<file path="config.mk">
export PLATFORM = sky130hd
export DESIGN_NAME = dar_accumulator
export DESIGN_NICKNAME = d
export VERILOG_FILES = /design/src/core/dar_pkg.sv /design/src/core/dar_accumulator.sv
export SDC_FILE = /design/constraint.sdc
export NUM_CORES = 1
export LEC_CHECK = 0
export ABC_AREA = 1
export BUFFER_PORTS_ARGS = -buffer_cell sky130_fd_sc_hd__buf_2
export CORE_MARGIN = 10
export CORE_UTILIZATION = 29
export DETAILED_ROUTE_END_ITERATION = 12
export PLACE_DENSITY_LB_ADDON = 0.1
export SYNTH_ARGS = -nofsm -noshare
export SYNTH_HDL_FRONTEND = slang
export SYNTH_SLANG_ARGS = --single-unit
</file>
<file path="constraint.sdc">
create_clock -name clk -period 7.8 [get_ports clk]
set_input_delay 0.39 -clock clk [delete_from_list [all_inputs] [get_ports clk]]
set_output_delay 0.39 -clock clk [all_outputs]
set_load 0.05 [all_outputs]
</file>
<file path="src/core/dar_pkg.sv">
// constants and types for the 40-bit accumulator datapath
package dar_pkg;
  localparam int ACC_W = 40;
  // register byte offsets on the avalon slave
  localparam logic [4:0] ADDR_CORE_CTRL = 5'h00;
  localparam logic [4:0] ADDR_TRAP_CTRL = 5'h04;
  localparam logic [4:0] ADDR_STATUS = 5'h08;
  localparam logic [4:0] ADDR_WB_PTR = 5'h0c;
  localparam logic [4:0] ADDR_ACC_A_LO = 5'h10;
  localparam logic [4:0] ADDR_ACC_A_HI = 5'h14;
  localparam logic [4:0] ADDR_ACC_B_LO = 5'h18;
  localparam logic [4:0] ADDR_ACC_B_HI = 5'h1c;
  // core_control_reg fields
  localparam int CC_CLIP_A = 7;
  localparam int CC_CLIP_B = 6;
  localparam int CC_STORE_CLIP = 5;
  localparam int CC_CLIP_WIDTH = 4;
  localparam int CC_ROUND_KIND = 1;
  localparam logic [7:0] CORE_CTRL_RST = 8'h00;
  // interrupt_control_reg_one fields
  localparam int TC_GUARD_A = 0;
  localparam int TC_GUARD_B = 1;
  localparam int TC_FATAL = 2;
  localparam logic [2:0] TRAP_CTRL_RST = 3'h0;
  // status fields
  localparam int ST_GUARD_A = 0;
  localparam int ST_GUARD_B = 1;
  localparam int ST_LIMIT_A = 2;
  localparam int ST_LIMIT_B = 3;
  localparam int ST_GUARD_ANY = 4;
  localparam int ST_LIMIT_ANY = 5;
  // saturation, store clipping, rounding, write-back step and reset values
  localparam logic [39:0] SAT931_POS = 40'h7fffffffff;
  localparam logic [39:0] SAT931_NEG = 40'h8000000000;
  localparam logic [39:0] SAT131_POS = 40'h007fffffff;
  localparam logic [39:0] SAT131_NEG = 40'h0080000000;
  localparam logic [23:0] STORE_POS_LIMIT = 24'h007fff;
  localparam logic [23:0] STORE_NEG_LIMIT = 24'hff8000;
  localparam logic [15:0] STORE_MAX = 16'h7fff;
  localparam logic [15:0] STORE_MIN = 16'h8000;
  localparam logic [15:0] ROUND_HALF = 16'h8000;
  localparam logic [15:0] WB_STEP = 16'h0002;
  localparam logic [15:0] WB_PTR_RST = 16'h0000;
  localparam logic [39:0] ACC_RST = 40'h0000000000;
  typedef enum logic [3:0] {
    OP_NONE = 4'h0, OP_ADD = 4'h1, OP_SUB = 4'h2, OP_LOAD = 4'h3,
    OP_MAC = 4'h4, OP_MSC = 4'h5, OP_PROD = 4'h6, OP_PROD_NEG = 4'h7,
    OP_DSQ = 4'h8, OP_DSQ_ACC = 4'h9, OP_ACC_ADD = 4'ha, OP_ACC_SUB = 4'hb,
    OP_ACC_NEG = 4'hc, OP_CLR = 4'hd, OP_STORE = 4'he, OP_STORE_ROUND = 4'hf
  } dar_op_t;
  typedef enum logic [1:0] {
    WB_NONE = 2'h0, WB_DIRECT = 2'h1, WB_INDIRECT = 2'h2
  } dar_wb_t;
endpackage : dar_pkg

</file>
<file path="src/core/dar_accumulator.sv">
// 40-bit accumulator adder with saturation, rounding and store clipping
`timescale 1ns/1ps
module dar_accumulator (
  // clock and reset
  input wire logic clk,
  input wire logic reset,
  // avalon-mm register slave
  input wire logic [4:0] avs_address,
  input wire logic avs_read,
  input wire logic avs_write,
  input wire logic [31:0] avs_writedata,
  output logic [31:0] avs_readdata,
  output logic avs_waitrequest,
  // operation from the instruction decoder
  input wire logic op_valid,
  input wire logic [3:0] op_code,
  input wire logic op_target_b,
  input wire logic [39:0] op_operand,
  input wire logic op_scale,
  input wire logic [5:0] op_shift,
  input wire logic op_carry_in,
  input wire logic [1:0] op_wb_mode,
  input wire logic [15:0] op_addr,
  // x bus data write
  output logic xbus_write,
  output logic [15:0] xbus_addr,
  output logic [15:0] xbus_data,
  // pointer and trap
  output logic [15:0] writeback_pointer,
  output logic arith_trap
);
  typedef struct packed {
    logic [7:0] core_control_reg;
    logic [2:0] interrupt_control_reg_one;
    logic [39:0] acc_a;
    logic [39:0] acc_b;
    logic guard_overflow_a;
    logic guard_overflow_b;
    logic limit_hit_a;
    logic limit_hit_b;
    logic [15:0] wb_ptr;
    logic xbus_write;
    logic [15:0] xbus_addr;
    logic [15:0] xbus_data;
    logic arith_trap;
    logic waitrequest;
    logic [31:0] readdata;
  } dar_state_t;

  dar_state_t r;
  dar_state_t next_r;

  // signed shift: positive right arithmetic, negative left
  function automatic logic [39:0] shift40(input logic [39:0] v, input logic [5:0] sh);
    logic [5:0] mag;
    mag = sh[5] ? 6'(-sh) : sh;
    if (sh[5]) begin
      shift40 = v << mag;
    end else begin
      shift40 = 40'($signed(v) >>> mag);
    end
  endfunction : shift40

  // round or truncate, then optional 1.15 clipping
  function automatic logic [15:0] store_value(input logic [39:0] acc, input logic do_round,
                                              input logic conventional, input logic clip);
    logic inc;
    logic [23:0] r24;
    inc = do_round && acc[15] && (conventional || acc[15:0] != dar_pkg::ROUND_HALF || acc[16]);
    r24 = acc[39:16] + {23'h000000, inc};
    if (clip && !acc[39] && r24 > dar_pkg::STORE_POS_LIMIT) begin
      store_value = dar_pkg::STORE_MAX;
    end else if (clip && acc[39] && r24[23] && r24 < dar_pkg::STORE_NEG_LIMIT) begin
      store_value = dar_pkg::STORE_MIN;
    end else begin
      store_value = r24[15:0];
    end
  endfunction : store_value

  logic [39:0] tgt;
  logic [39:0] oth;
  logic [39:0] opnd;
  logic [39:0] bsrc;
  logic [39:0] opa;
  logic [39:0] bx;
  logic [40:0] sum;
  logic use_adder;
  logic zero_a;
  logic sub;
  logic cin;
  logic ov39;
  logic ov31;
  logic guard_ov;
  logic clip_en;
  logic [39:0] new_acc;
  logic limit_set;
  logic guard_new;
  logic trap;
  logic wb_ok;
  logic [15:0] wb_val;
  logic [31:0] rd;

  always_comb begin
    next_r = r;
    next_r.xbus_write = 1'b0;
    next_r.arith_trap = 1'b0;
    rd = 32'h00000000;
    // one wait state, then the access completes
    next_r.waitrequest = !((avs_read || avs_write) && r.waitrequest);
    if (avs_address == dar_pkg::ADDR_CORE_CTRL) begin
      rd = {24'h000000, r.core_control_reg};
    end else if (avs_address == dar_pkg::ADDR_TRAP_CTRL) begin
      rd = {29'h00000000, r.interrupt_control_reg_one};
    end else if (avs_address == dar_pkg::ADDR_STATUS) begin
      rd[dar_pkg::ST_GUARD_A] = r.guard_overflow_a;
      rd[dar_pkg::ST_GUARD_B] = r.guard_overflow_b;
      rd[dar_pkg::ST_LIMIT_A] = r.limit_hit_a;
      rd[dar_pkg::ST_LIMIT_B] = r.limit_hit_b;
      rd[dar_pkg::ST_GUARD_ANY] = r.guard_overflow_a | r.guard_overflow_b;
      rd[dar_pkg::ST_LIMIT_ANY] = r.limit_hit_a | r.limit_hit_b;
    end else if (avs_address == dar_pkg::ADDR_WB_PTR) begin
      rd = {16'h0000, r.wb_ptr};
    end else if (avs_address == dar_pkg::ADDR_ACC_A_LO) begin
      rd = r.acc_a[31:0];
    end else if (avs_address == dar_pkg::ADDR_ACC_A_HI) begin
      rd = {24'h000000, r.acc_a[39:32]};
    end else if (avs_address == dar_pkg::ADDR_ACC_B_LO) begin
      rd = r.acc_b[31:0];
    end else if (avs_address == dar_pkg::ADDR_ACC_B_HI) begin
      rd = {24'h000000, r.acc_b[39:32]};
    end
    if (avs_read && r.waitrequest) begin
      next_r.readdata = rd;
    end
    if (avs_write && !r.waitrequest) begin
      if (avs_address == dar_pkg::ADDR_CORE_CTRL) begin
        next_r.core_control_reg = avs_writedata[7:0];
      end else if (avs_address == dar_pkg::ADDR_TRAP_CTRL) begin
        next_r.interrupt_control_reg_one = avs_writedata[2:0];
      end else if (avs_address == dar_pkg::ADDR_STATUS) begin
        // write one to clear the limit flags only; a same-cycle set below wins
        if (avs_writedata[dar_pkg::ST_LIMIT_A]) begin
          next_r.limit_hit_a = 1'b0;
        end
        if (avs_writedata[dar_pkg::ST_LIMIT_B]) begin
          next_r.limit_hit_b = 1'b0;
        end
      end else if (avs_address == dar_pkg::ADDR_WB_PTR) begin
        next_r.wb_ptr = avs_writedata[15:0];
      end
    end

    tgt = op_target_b ? r.acc_b : r.acc_a;
    oth = op_target_b ? r.acc_a : r.acc_b;
    opnd = (op_scale && (op_code == dar_pkg::OP_ADD || op_code == dar_pkg::OP_LOAD)) ?
           shift40(op_operand, op_shift) : op_operand;
    use_adder = 1'b0;
    zero_a = 1'b0;
    sub = 1'b0;
    bsrc = opnd;
    cin = op_carry_in;
    wb_ok = 1'b0;
    case (op_code)
      dar_pkg::OP_ADD, dar_pkg::OP_DSQ_ACC: begin
        use_adder = 1'b1;
      end
      dar_pkg::OP_MAC: begin
        use_adder = 1'b1;
        wb_ok = 1'b1;
      end
      dar_pkg::OP_SUB: begin
        use_adder = 1'b1;
        sub = 1'b1;
      end
      dar_pkg::OP_MSC: begin
        use_adder = 1'b1;
        sub = 1'b1;
        wb_ok = 1'b1;
      end
      dar_pkg::OP_LOAD, dar_pkg::OP_PROD, dar_pkg::OP_DSQ: begin
        use_adder = 1'b1;
        zero_a = 1'b1;
      end
      dar_pkg::OP_PROD_NEG: begin
        use_adder = 1'b1;
        zero_a = 1'b1;
        sub = 1'b1;
      end
      dar_pkg::OP_ACC_ADD: begin
        use_adder = 1'b1;
        bsrc = oth;
      end
      dar_pkg::OP_ACC_SUB: begin
        use_adder = 1'b1;
        sub = 1'b1;
        bsrc = oth;
      end
      dar_pkg::OP_ACC_NEG: begin
        use_adder = 1'b1;
        zero_a = 1'b1;
        sub = 1'b1;
        bsrc = tgt;
      end
      dar_pkg::OP_CLR: begin
        use_adder = 1'b1;
        zero_a = 1'b1;
        bsrc = dar_pkg::ACC_RST;
        cin = 1'b0;
        wb_ok = 1'b1;
      end
      default: begin
      end
    endcase
    opa = zero_a ? dar_pkg::ACC_RST : tgt;
    bx = sub ? ~bsrc : bsrc;
    sum = {opa[39], opa} + {bx[39], bx} + {40'h0000000000, cin};
    ov39 = sum[40] ^ sum[39];
    ov31 = !(&sum[40:31] || ~|sum[40:31]);
    guard_ov = !(&sum[39:32] || ~|sum[39:32]);
    clip_en = op_target_b ? r.core_control_reg[dar_pkg::CC_CLIP_B] :
              r.core_control_reg[dar_pkg::CC_CLIP_A];
    new_acc = sum[39:0];
    limit_set = 1'b0;
    guard_new = guard_ov;
    trap = 1'b0;
    if (clip_en && r.core_control_reg[dar_pkg::CC_CLIP_WIDTH]) begin
      if (ov39) begin
        new_acc = sum[40] ? dar_pkg::SAT931_NEG : dar_pkg::SAT931_POS;
        limit_set = 1'b1;
      end
    end else if (clip_en) begin
      guard_new = 1'b0;
      if (ov31) begin
        new_acc = sum[40] ? dar_pkg::SAT131_NEG : dar_pkg::SAT131_POS;
        limit_set = 1'b1;
      end
    end else begin
      limit_set = ov39;
      trap = ov39 && r.interrupt_control_reg_one[dar_pkg::TC_FATAL];
    end
    if (guard_new && r.interrupt_control_reg_one[op_target_b ? dar_pkg::TC_GUARD_B :
                                                  dar_pkg::TC_GUARD_A]) begin
      trap = 1'b1;
    end
    wb_val = store_value(oth, 1'b1, r.core_control_reg[dar_pkg::CC_ROUND_KIND],
                         r.core_control_reg[dar_pkg::CC_STORE_CLIP]);
    if (op_valid && use_adder) begin
      next_r.arith_trap = trap;
      if (op_target_b) begin
        next_r.acc_b = new_acc;
        next_r.guard_overflow_b = guard_new;
        next_r.limit_hit_b = next_r.limit_hit_b | limit_set;
      end else begin
        next_r.acc_a = new_acc;
        next_r.guard_overflow_a = guard_new;
        next_r.limit_hit_a = next_r.limit_hit_a | limit_set;
      end
      if (wb_ok && op_wb_mode == dar_pkg::WB_DIRECT) begin
        next_r.wb_ptr = wb_val;
      end else if (wb_ok && op_wb_mode == dar_pkg::WB_INDIRECT) begin
        next_r.xbus_write = 1'b1;
        next_r.xbus_addr = r.wb_ptr;
        next_r.xbus_data = wb_val;
        next_r.wb_ptr = r.wb_ptr + dar_pkg::WB_STEP;
      end
    end
    if (op_valid && (op_code == dar_pkg::OP_STORE || op_code == dar_pkg::OP_STORE_ROUND)) begin
      next_r.xbus_write = 1'b1;
      next_r.xbus_addr = op_addr;
      next_r.xbus_data = store_value(tgt, op_code == dar_pkg::OP_STORE_ROUND,
                                     r.core_control_reg[dar_pkg::CC_ROUND_KIND],
                                     r.core_control_reg[dar_pkg::CC_STORE_CLIP]);
    end
  end

  always_ff @(posedge clk or posedge reset) begin
    if (reset) begin
      r <= '0;
      r.core_control_reg <= dar_pkg::CORE_CTRL_RST;
      r.interrupt_control_reg_one <= dar_pkg::TRAP_CTRL_RST;
      r.wb_ptr <= dar_pkg::WB_PTR_RST;
      r.waitrequest <= 1'b1;
    end else begin
      r <= next_r;
    end
  end

  assign avs_readdata = r.readdata;
  assign avs_waitrequest = r.waitrequest;
  assign xbus_write = r.xbus_write;
  assign xbus_addr = r.xbus_addr;
  assign xbus_data = r.xbus_data;
  assign writeback_pointer = r.wb_ptr;
  assign arith_trap = r.arith_trap;

  logic op_a;
  logic clr_a;
  assign op_a = op_valid && !op_target_b;
  assign clr_a = avs_write && !r.waitrequest && avs_address == dar_pkg::ADDR_STATUS &&
                 avs_writedata[dar_pkg::ST_LIMIT_A];
endmodule : dar_accumulator

</file>
# Word level (Yosys, flattened, before mapping)

Index checks and enable logic that the tools add are counted.

Add/subtract/negate cells: 6
Magnitude comparators: 5
Equality and inequality tests: 27
Shift-type cells: 2
Multiplexer cells: 61
Bitwise logic cells: 8
Reduce and logical (&&, ||, !) cells: 57

Operators with widths:

| operator              | count |
|---|---|
| $mux 40               | 11 |
| $mux 32               | 7 |
| $pmux 40 s3           | 1 |
| $mux 16               | 7 |
| $mux 33               | 2 |
| $mux 18               | 3 |
| $mux 52               | 1 |
| $mux 49               | 1 |
| $add 24x1->24         | 2 |
| $gt 24x15->1 const B  | 2 |
| $lt 24x24->1 const B  | 2 |
| $add 40x40->41        | 1 |
| $add 41x1->41         | 1 |
| $not 40->40           | 1 |
| $shl 40x6->40         | 1 |
| $sshr 40x6->40        | 1 |
| $eq 4x4->1 const B    | 8 |
| $ne 16x16->1 const B  | 2 |
| $mux 26               | 1 |
| $logic_and 1x1->1     | 24 |
| $mux 1                | 22 |
| $eq 5x5->1 const B    | 4 |
| $add 16x2->16 const B | 1 |
| $eq 4x3->1 const B    | 4 |
| 31 further kinds      | 56 |

Flip-flop bits (word level): 178
Input port bits: 113
Word-level logic and storage cells: 181

# Logic depth before layout (Yosys ltp)

Depth after elaboration: 20
Gate-level depth with buffers: 49
Mapped depth without buffers: 45

# Least setup slack after synthesis

No wires, ideal clock.

Kind: input-to-reg
Start point: input port op_shift[0]
End point: register r[148] (netlist name)
Library setup time: 0.118 ns
Data arrival time: 5.598 ns
Data required time: 7.682 ns
Path slack: 2.084 ns
Stages: 40
Path buffers: 5
Cell sequence: clkbuf_1 -> inv_2 -> clkbuf_1 -> ha_1 -> nand2_1 -> o21ai_0 -> buf_2 -> buf_2 -> o21ai_0 -> mux2i_1 -> o21ai_0 -> nand2_1 -> nand3_1 -> o211ai_1 -> o21ai_0 -> nand2_1 -> nand2_1 -> xor2_1 -> [... 4 more ...] -> nand2_1 -> and2_1 -> nand2_1 -> nand3_2 -> nand2_2 -> nand2_1 -> a21oi_1 -> xor2_1 -> inv_1 -> ha_1 -> inv_1 -> nand2_1 -> nand2_1 -> inv_2 -> clkbuf_1 -> nand2_1 -> nand3_1 -> nand2_1

Cells in the longest elaborated chain, start to end: 16

RTL lines:

| item                                                   | RTL line                                     | text |
|---|---|---|
| start: declaration                                     | dar_accumulator.sv:20                        | `input wire logic [5:0] op_shift,` |
| $neg 6->6                                              | dar_accumulator.sv:56                        | `mag = sh[5] ? 6'(-sh) : sh;` |
| $mux 6 *                                               | dar_accumulator.sv:56                        |  |
| $sshr 40x6->40 / $shl 40x6->40 (equally long branches) | dar_accumulator.sv:60, dar_accumulator.sv:58 |  |
| $mux 40 *                                              | dar_accumulator.sv:57                        | `if (sh[5]) begin` |
| $mux 40 *                                              | dar_accumulator.sv:155                       | `opnd = (op_scale && (op_code == dar_pkg::OP_ADD \|\| op_code == dar_pkg::OP_LOAD)) ?` |
| $pmux 40 s3 *                                          | dar_accumulator.sv:163                       | `case (op_code)` |
| $not 40->40                                            | dar_accumulator.sv:215                       | `bx = sub ? ~bsrc : bsrc;` |
| $mux 40 *                                              | dar_accumulator.sv:215                       |  |
| $add 40x40->41 *                                       | dar_accumulator.sv:216                       | `sum = {opa[39], opa} + {bx[39], bx} + {40'h0000000000, cin};` |
| $add 41x1->41 *                                        | dar_accumulator.sv:216                       |  |
| $reduce_or 10->1                                       | dar_accumulator.sv:218                       | `ov31 = !(&sum[40:31] \|\| ~\|sum[40:31]);` |
| $logic_not 1->1                                        | dar_accumulator.sv:218                       |  |
| $logic_or 1x1->1                                       | dar_accumulator.sv:218                       |  |
| $mux 40                                                | dar_accumulator.sv:233                       | `if (ov31) begin` |
| $mux 40                                                | dar_accumulator.sv:231                       | `end else if (clip_en) begin` |
| $mux 40 *                                              | dar_accumulator.sv:226                       | `if (clip_en && r.core_control_reg[dar_pkg::CC_CLIP_WIDTH]) begin` |
| end signal: assignment                                 | dar_accumulator.sv:284                       | `r <= next_r;` |
| end: declaration                                       | dar_accumulator.sv:50                        | `dar_state_t r;` |

Every way passes the cells marked *; elsewhere a longest branch is shown, timed or not.
A chain may end at the register's enable or synchronous reset.

# Worst setup path after layout

Start point: input port op_shift[0]
End point: register r[120] (netlist name)

Same word-level chain as after synthesis.

==> flow_summary.json <==
{
  "grt_max_degree": 125,
  "ys_seq_area_share_pct": 20.7,
  "p_leak_uw": 0.0115,
  "hp-class": "in -> async",
  "viasPerCell": 5.19,
  "fin_worst_skew_ns": 0.0170,
  "numCtsBuffers": 17,
  "pin_count": 196,
  "arrival_ns": 7.30,
  "path_max_fanout": 34,
  "finalSetupTns_ns": 0,
  "r2r_end": "r[120]",
  "cpPeakStageDelay_ns": 0.51,
  "gr-usage-met3_pct": 3.25,
  "initial_core_util_pct": 29.4,
  "combPwrFrac_pct": 66.0,
  "route.detailed.drc": 0,
  "wirelength_um": 102000,
  "routedWlPerCell_um": 21.8,
  "fp.dieH_um": 292,
  "synth_nets": 3876,
  "max-cap-violations": 0,
  "worstSetupPathType": "in -> reg",
  "placed_cells": 4642,
  "dp_hpwl_um": 80500,
  "dr.pass1.iters": 8,
  "synth_cell_types": 60,
  "synth_commonest_cells": "nand2_1, o21ai_0, inv_1, nor2_1, nand3_1",
  "grt_pass1_wl_um": 150000,
  "net-switching-power_uw": 4270,
  "cts_buffer_depth": 2,
  "post-route-period-util_pct": 88.6,
  "die_area_sq_mm": 0.0855,
  "rows": 99,
  "tightest_slew_ns": 1.02,
  "slew_viol_final": 0,
  "r2r_cells": 32,
  "antenna_cells": 0,
  "cts_resized": 0,
  "setup_violations": 0,
  "status": "finished clean",
  "busiest_layer": "met2",
  "numPortBuffers": 179,
  "fin_nets": 3864,
  "antenna_found_initial": 3,
  "synth.top_cell.area_share_pct": 22.9,
  "gp_congestion": 0.953,
  "fmax_mhz": 145,
  "p_seq_share_pct": 21.1,
  "area_growth_pct": 8.50,
  "synth_most_common_cell": "nand2_1",
  "num-fill-cells": 8444,
  "drive_gt1_share_pct": 10.6,
  "cts_setup_buffers": 0,
  "synth_flop_cell": "dfrtp_1",
  "stdcell_count": 4674,
  "syn-mean-instance-area_sq_um": 5.79,
  "clk_pin_slew_worst_paths_ns": 0.08,
  "period_minus_slack_ns": 6.91,
  "cp-start-kind": "primary input",
  "cts_tree": "done",
  "timing.rr.start": "r[128]",
  "clock_sinks": 178,
  "die_w_um": 292,
  "initialDrtViolationCount": 2090,
  "via_count": 24200,
  "reg2reg_slack_ns": 1.74,
  "asyncSetResetFlopFracSynth_pct": 100,
  "grtUsageMet2_pct": 36.3,
  "ir_worst_vdd_v": 0.000227,
  "synth.cell_area_sq_mm": 0.0215,
  "ant_nets": 0,
  "synth_edf_count": 0,
  "ys_warn_count": 0,
  "core_area_sq_mm": 0.0732,
  "cts-root-buf": "clkbuf_16",
  "p_sw_share_pct": 59.0,
  "cp.required_ns": 8.18,
  "internal_power_uw": 2970,
  "hold_viol": 0,
  "maxSlewHeadroom_pct": 31.8,
  "cts_hold_buf": 0,
  "synthTopCellsByArea": "nand2_1, dfrtp_1, o21ai_0",
  "clk_latency_ns": 0.50,
  "critPathCaptureType": "flip-flop",
  "grt_overflow": 0,
  "cts_max_level": 4,
  "place_ws_ns": 0.442,
  "ys_ff_latch": 178,
  "grt_usage_pct": 22.9,
  "first_global_vias": 22600,
  "cp_slowest_cell": "inv_1",
  "timing.final.ws_setup_ns": 0.889,
  "p_clk_share_pct": 12.9,
  "netlist_instances": 3714,
  "grt_util_met1_pct": 32.1,
  "rsz0062_at_grt": "false",
  "pwr_density_cell_mw_per_mm2": 310,
  "fin_util_pct": 31.9,
  "synth_top_cell_by_area": "nand2_1"
}
[logic make-up after synthesis]
group | count (synthesis) | synth area share, %
AO/OA/AOI/OAI | 755 | 20.6
flip-flops | 178 | 20.7
XOR/XNOR | 97 | 3.98
buffers and inverters | 642 | 13.6
AND/OR/NAND/NOR | 1978 | 37.6
adder cells (fa/ha/maj) | 49 | 2.92
multiplexers | 15 | 0.698
[how the worst max path moves through the flow]
stage,endpoint,start,cells after the start
after CTS,r[120],op_shift[0],43
after floorplan,r[148],op_shift[0],40
after global placement,r[120],op_shift[0],40
final,r[120],op_shift[0],35
after global routing,r[160],op_shift[0],43
after detailed placement,r[120],op_shift[0],40
[metrics by stage]
stage,area [sq um],hold WS [ns],power (uW)
6_report,23300,0.0478,7240
2_1_floorplan,21500,0.449,4790
3_3_place_gp,22700,0.461,6280
4_1_cts,23300,0.0177,7230
5_1_grt,23300,0.0599,7790
3_5_place_dp,22700,0.465,6270
[state kept, by name, summed over array words and instances (netlist names)]
signal,cells
r,95
avs_readdata,32
writeback_pointer,16
xbus_addr,16
xbus_data,16
arith_trap,1
avs_waitrequest,1
xbus_write,1
[power by group through the flow]
stage               registers [uW]  clock network, uW  logic [uW]
global placement              1540                  0        4750
CTS                           1520                957        4750
detailed placement            1540                  0        4730
finish                        1530                935        4780
global route                  1570                989        5240
floorplan                     1430                  0        3350
[placed cells by master (no fill, tap or decap), types with 6 or more instances in the layout]
cell type,n
nand3_1,265
nor2_2,21
ha_1,47
nand2_1,1312
dfrtp_1,177
inv_8,7
inv_2,21
o21ai_1,28
nor3_2,6
a22oi_1,12
buf_2,178
xor2_1,85
inv_1,341
o22ai_1,29
o21bai_1,7
nor2_1,276
a31oi_1,15
and2_1,6
or2_2,10
xnor2_1,11
o21ai_0,370
nand4_1,19
mux2i_1,15
a221oi_1,6
a21oi_1,127
buf_4,56
o211ai_1,63
o21ai_2,32
nand2_2,8
nor3_1,28
buf_12,8
clkinv_1,6
clkbuf_16,17
o2111ai_1,9
nor4_1,11
o221ai_1,26
[critical path, delay by kind of cell]
| kind | cells | cell delay, ns |
|---|---|---|
| compound gates | 12 | 2.64 |
| simple gates | 12 | 1.50 |
| buf+inv | 6 | 1.25 |
| fa+ha+maj | 3 | 0.90 |
| xor+xnor | 2 | 0.56 |
[layout make-up]
cell class | instances | area [sq um] | area share [%]
clock buffers | 17 | 425 | 1.82
clock inverters | 15 | 190 | 0.815
inverters | 369 | 1390 | 5.97
multi-input cells | 2894 | 14200 | 60.9
flip-flops and latches | 178 | 4460 | 19.1
well taps | 959 | 1200 | 5.14
repair buffers | 242 | 1470 | 6.30
[per-layer routing]
metal	vias to the layer above	wire (um)
met5	-	9
met4	2	2430
met3	100	6160
met2	808	45700
met1	11300	47600
li1	12000	-
Note: power is estimated with default switching activity, not from simulation.
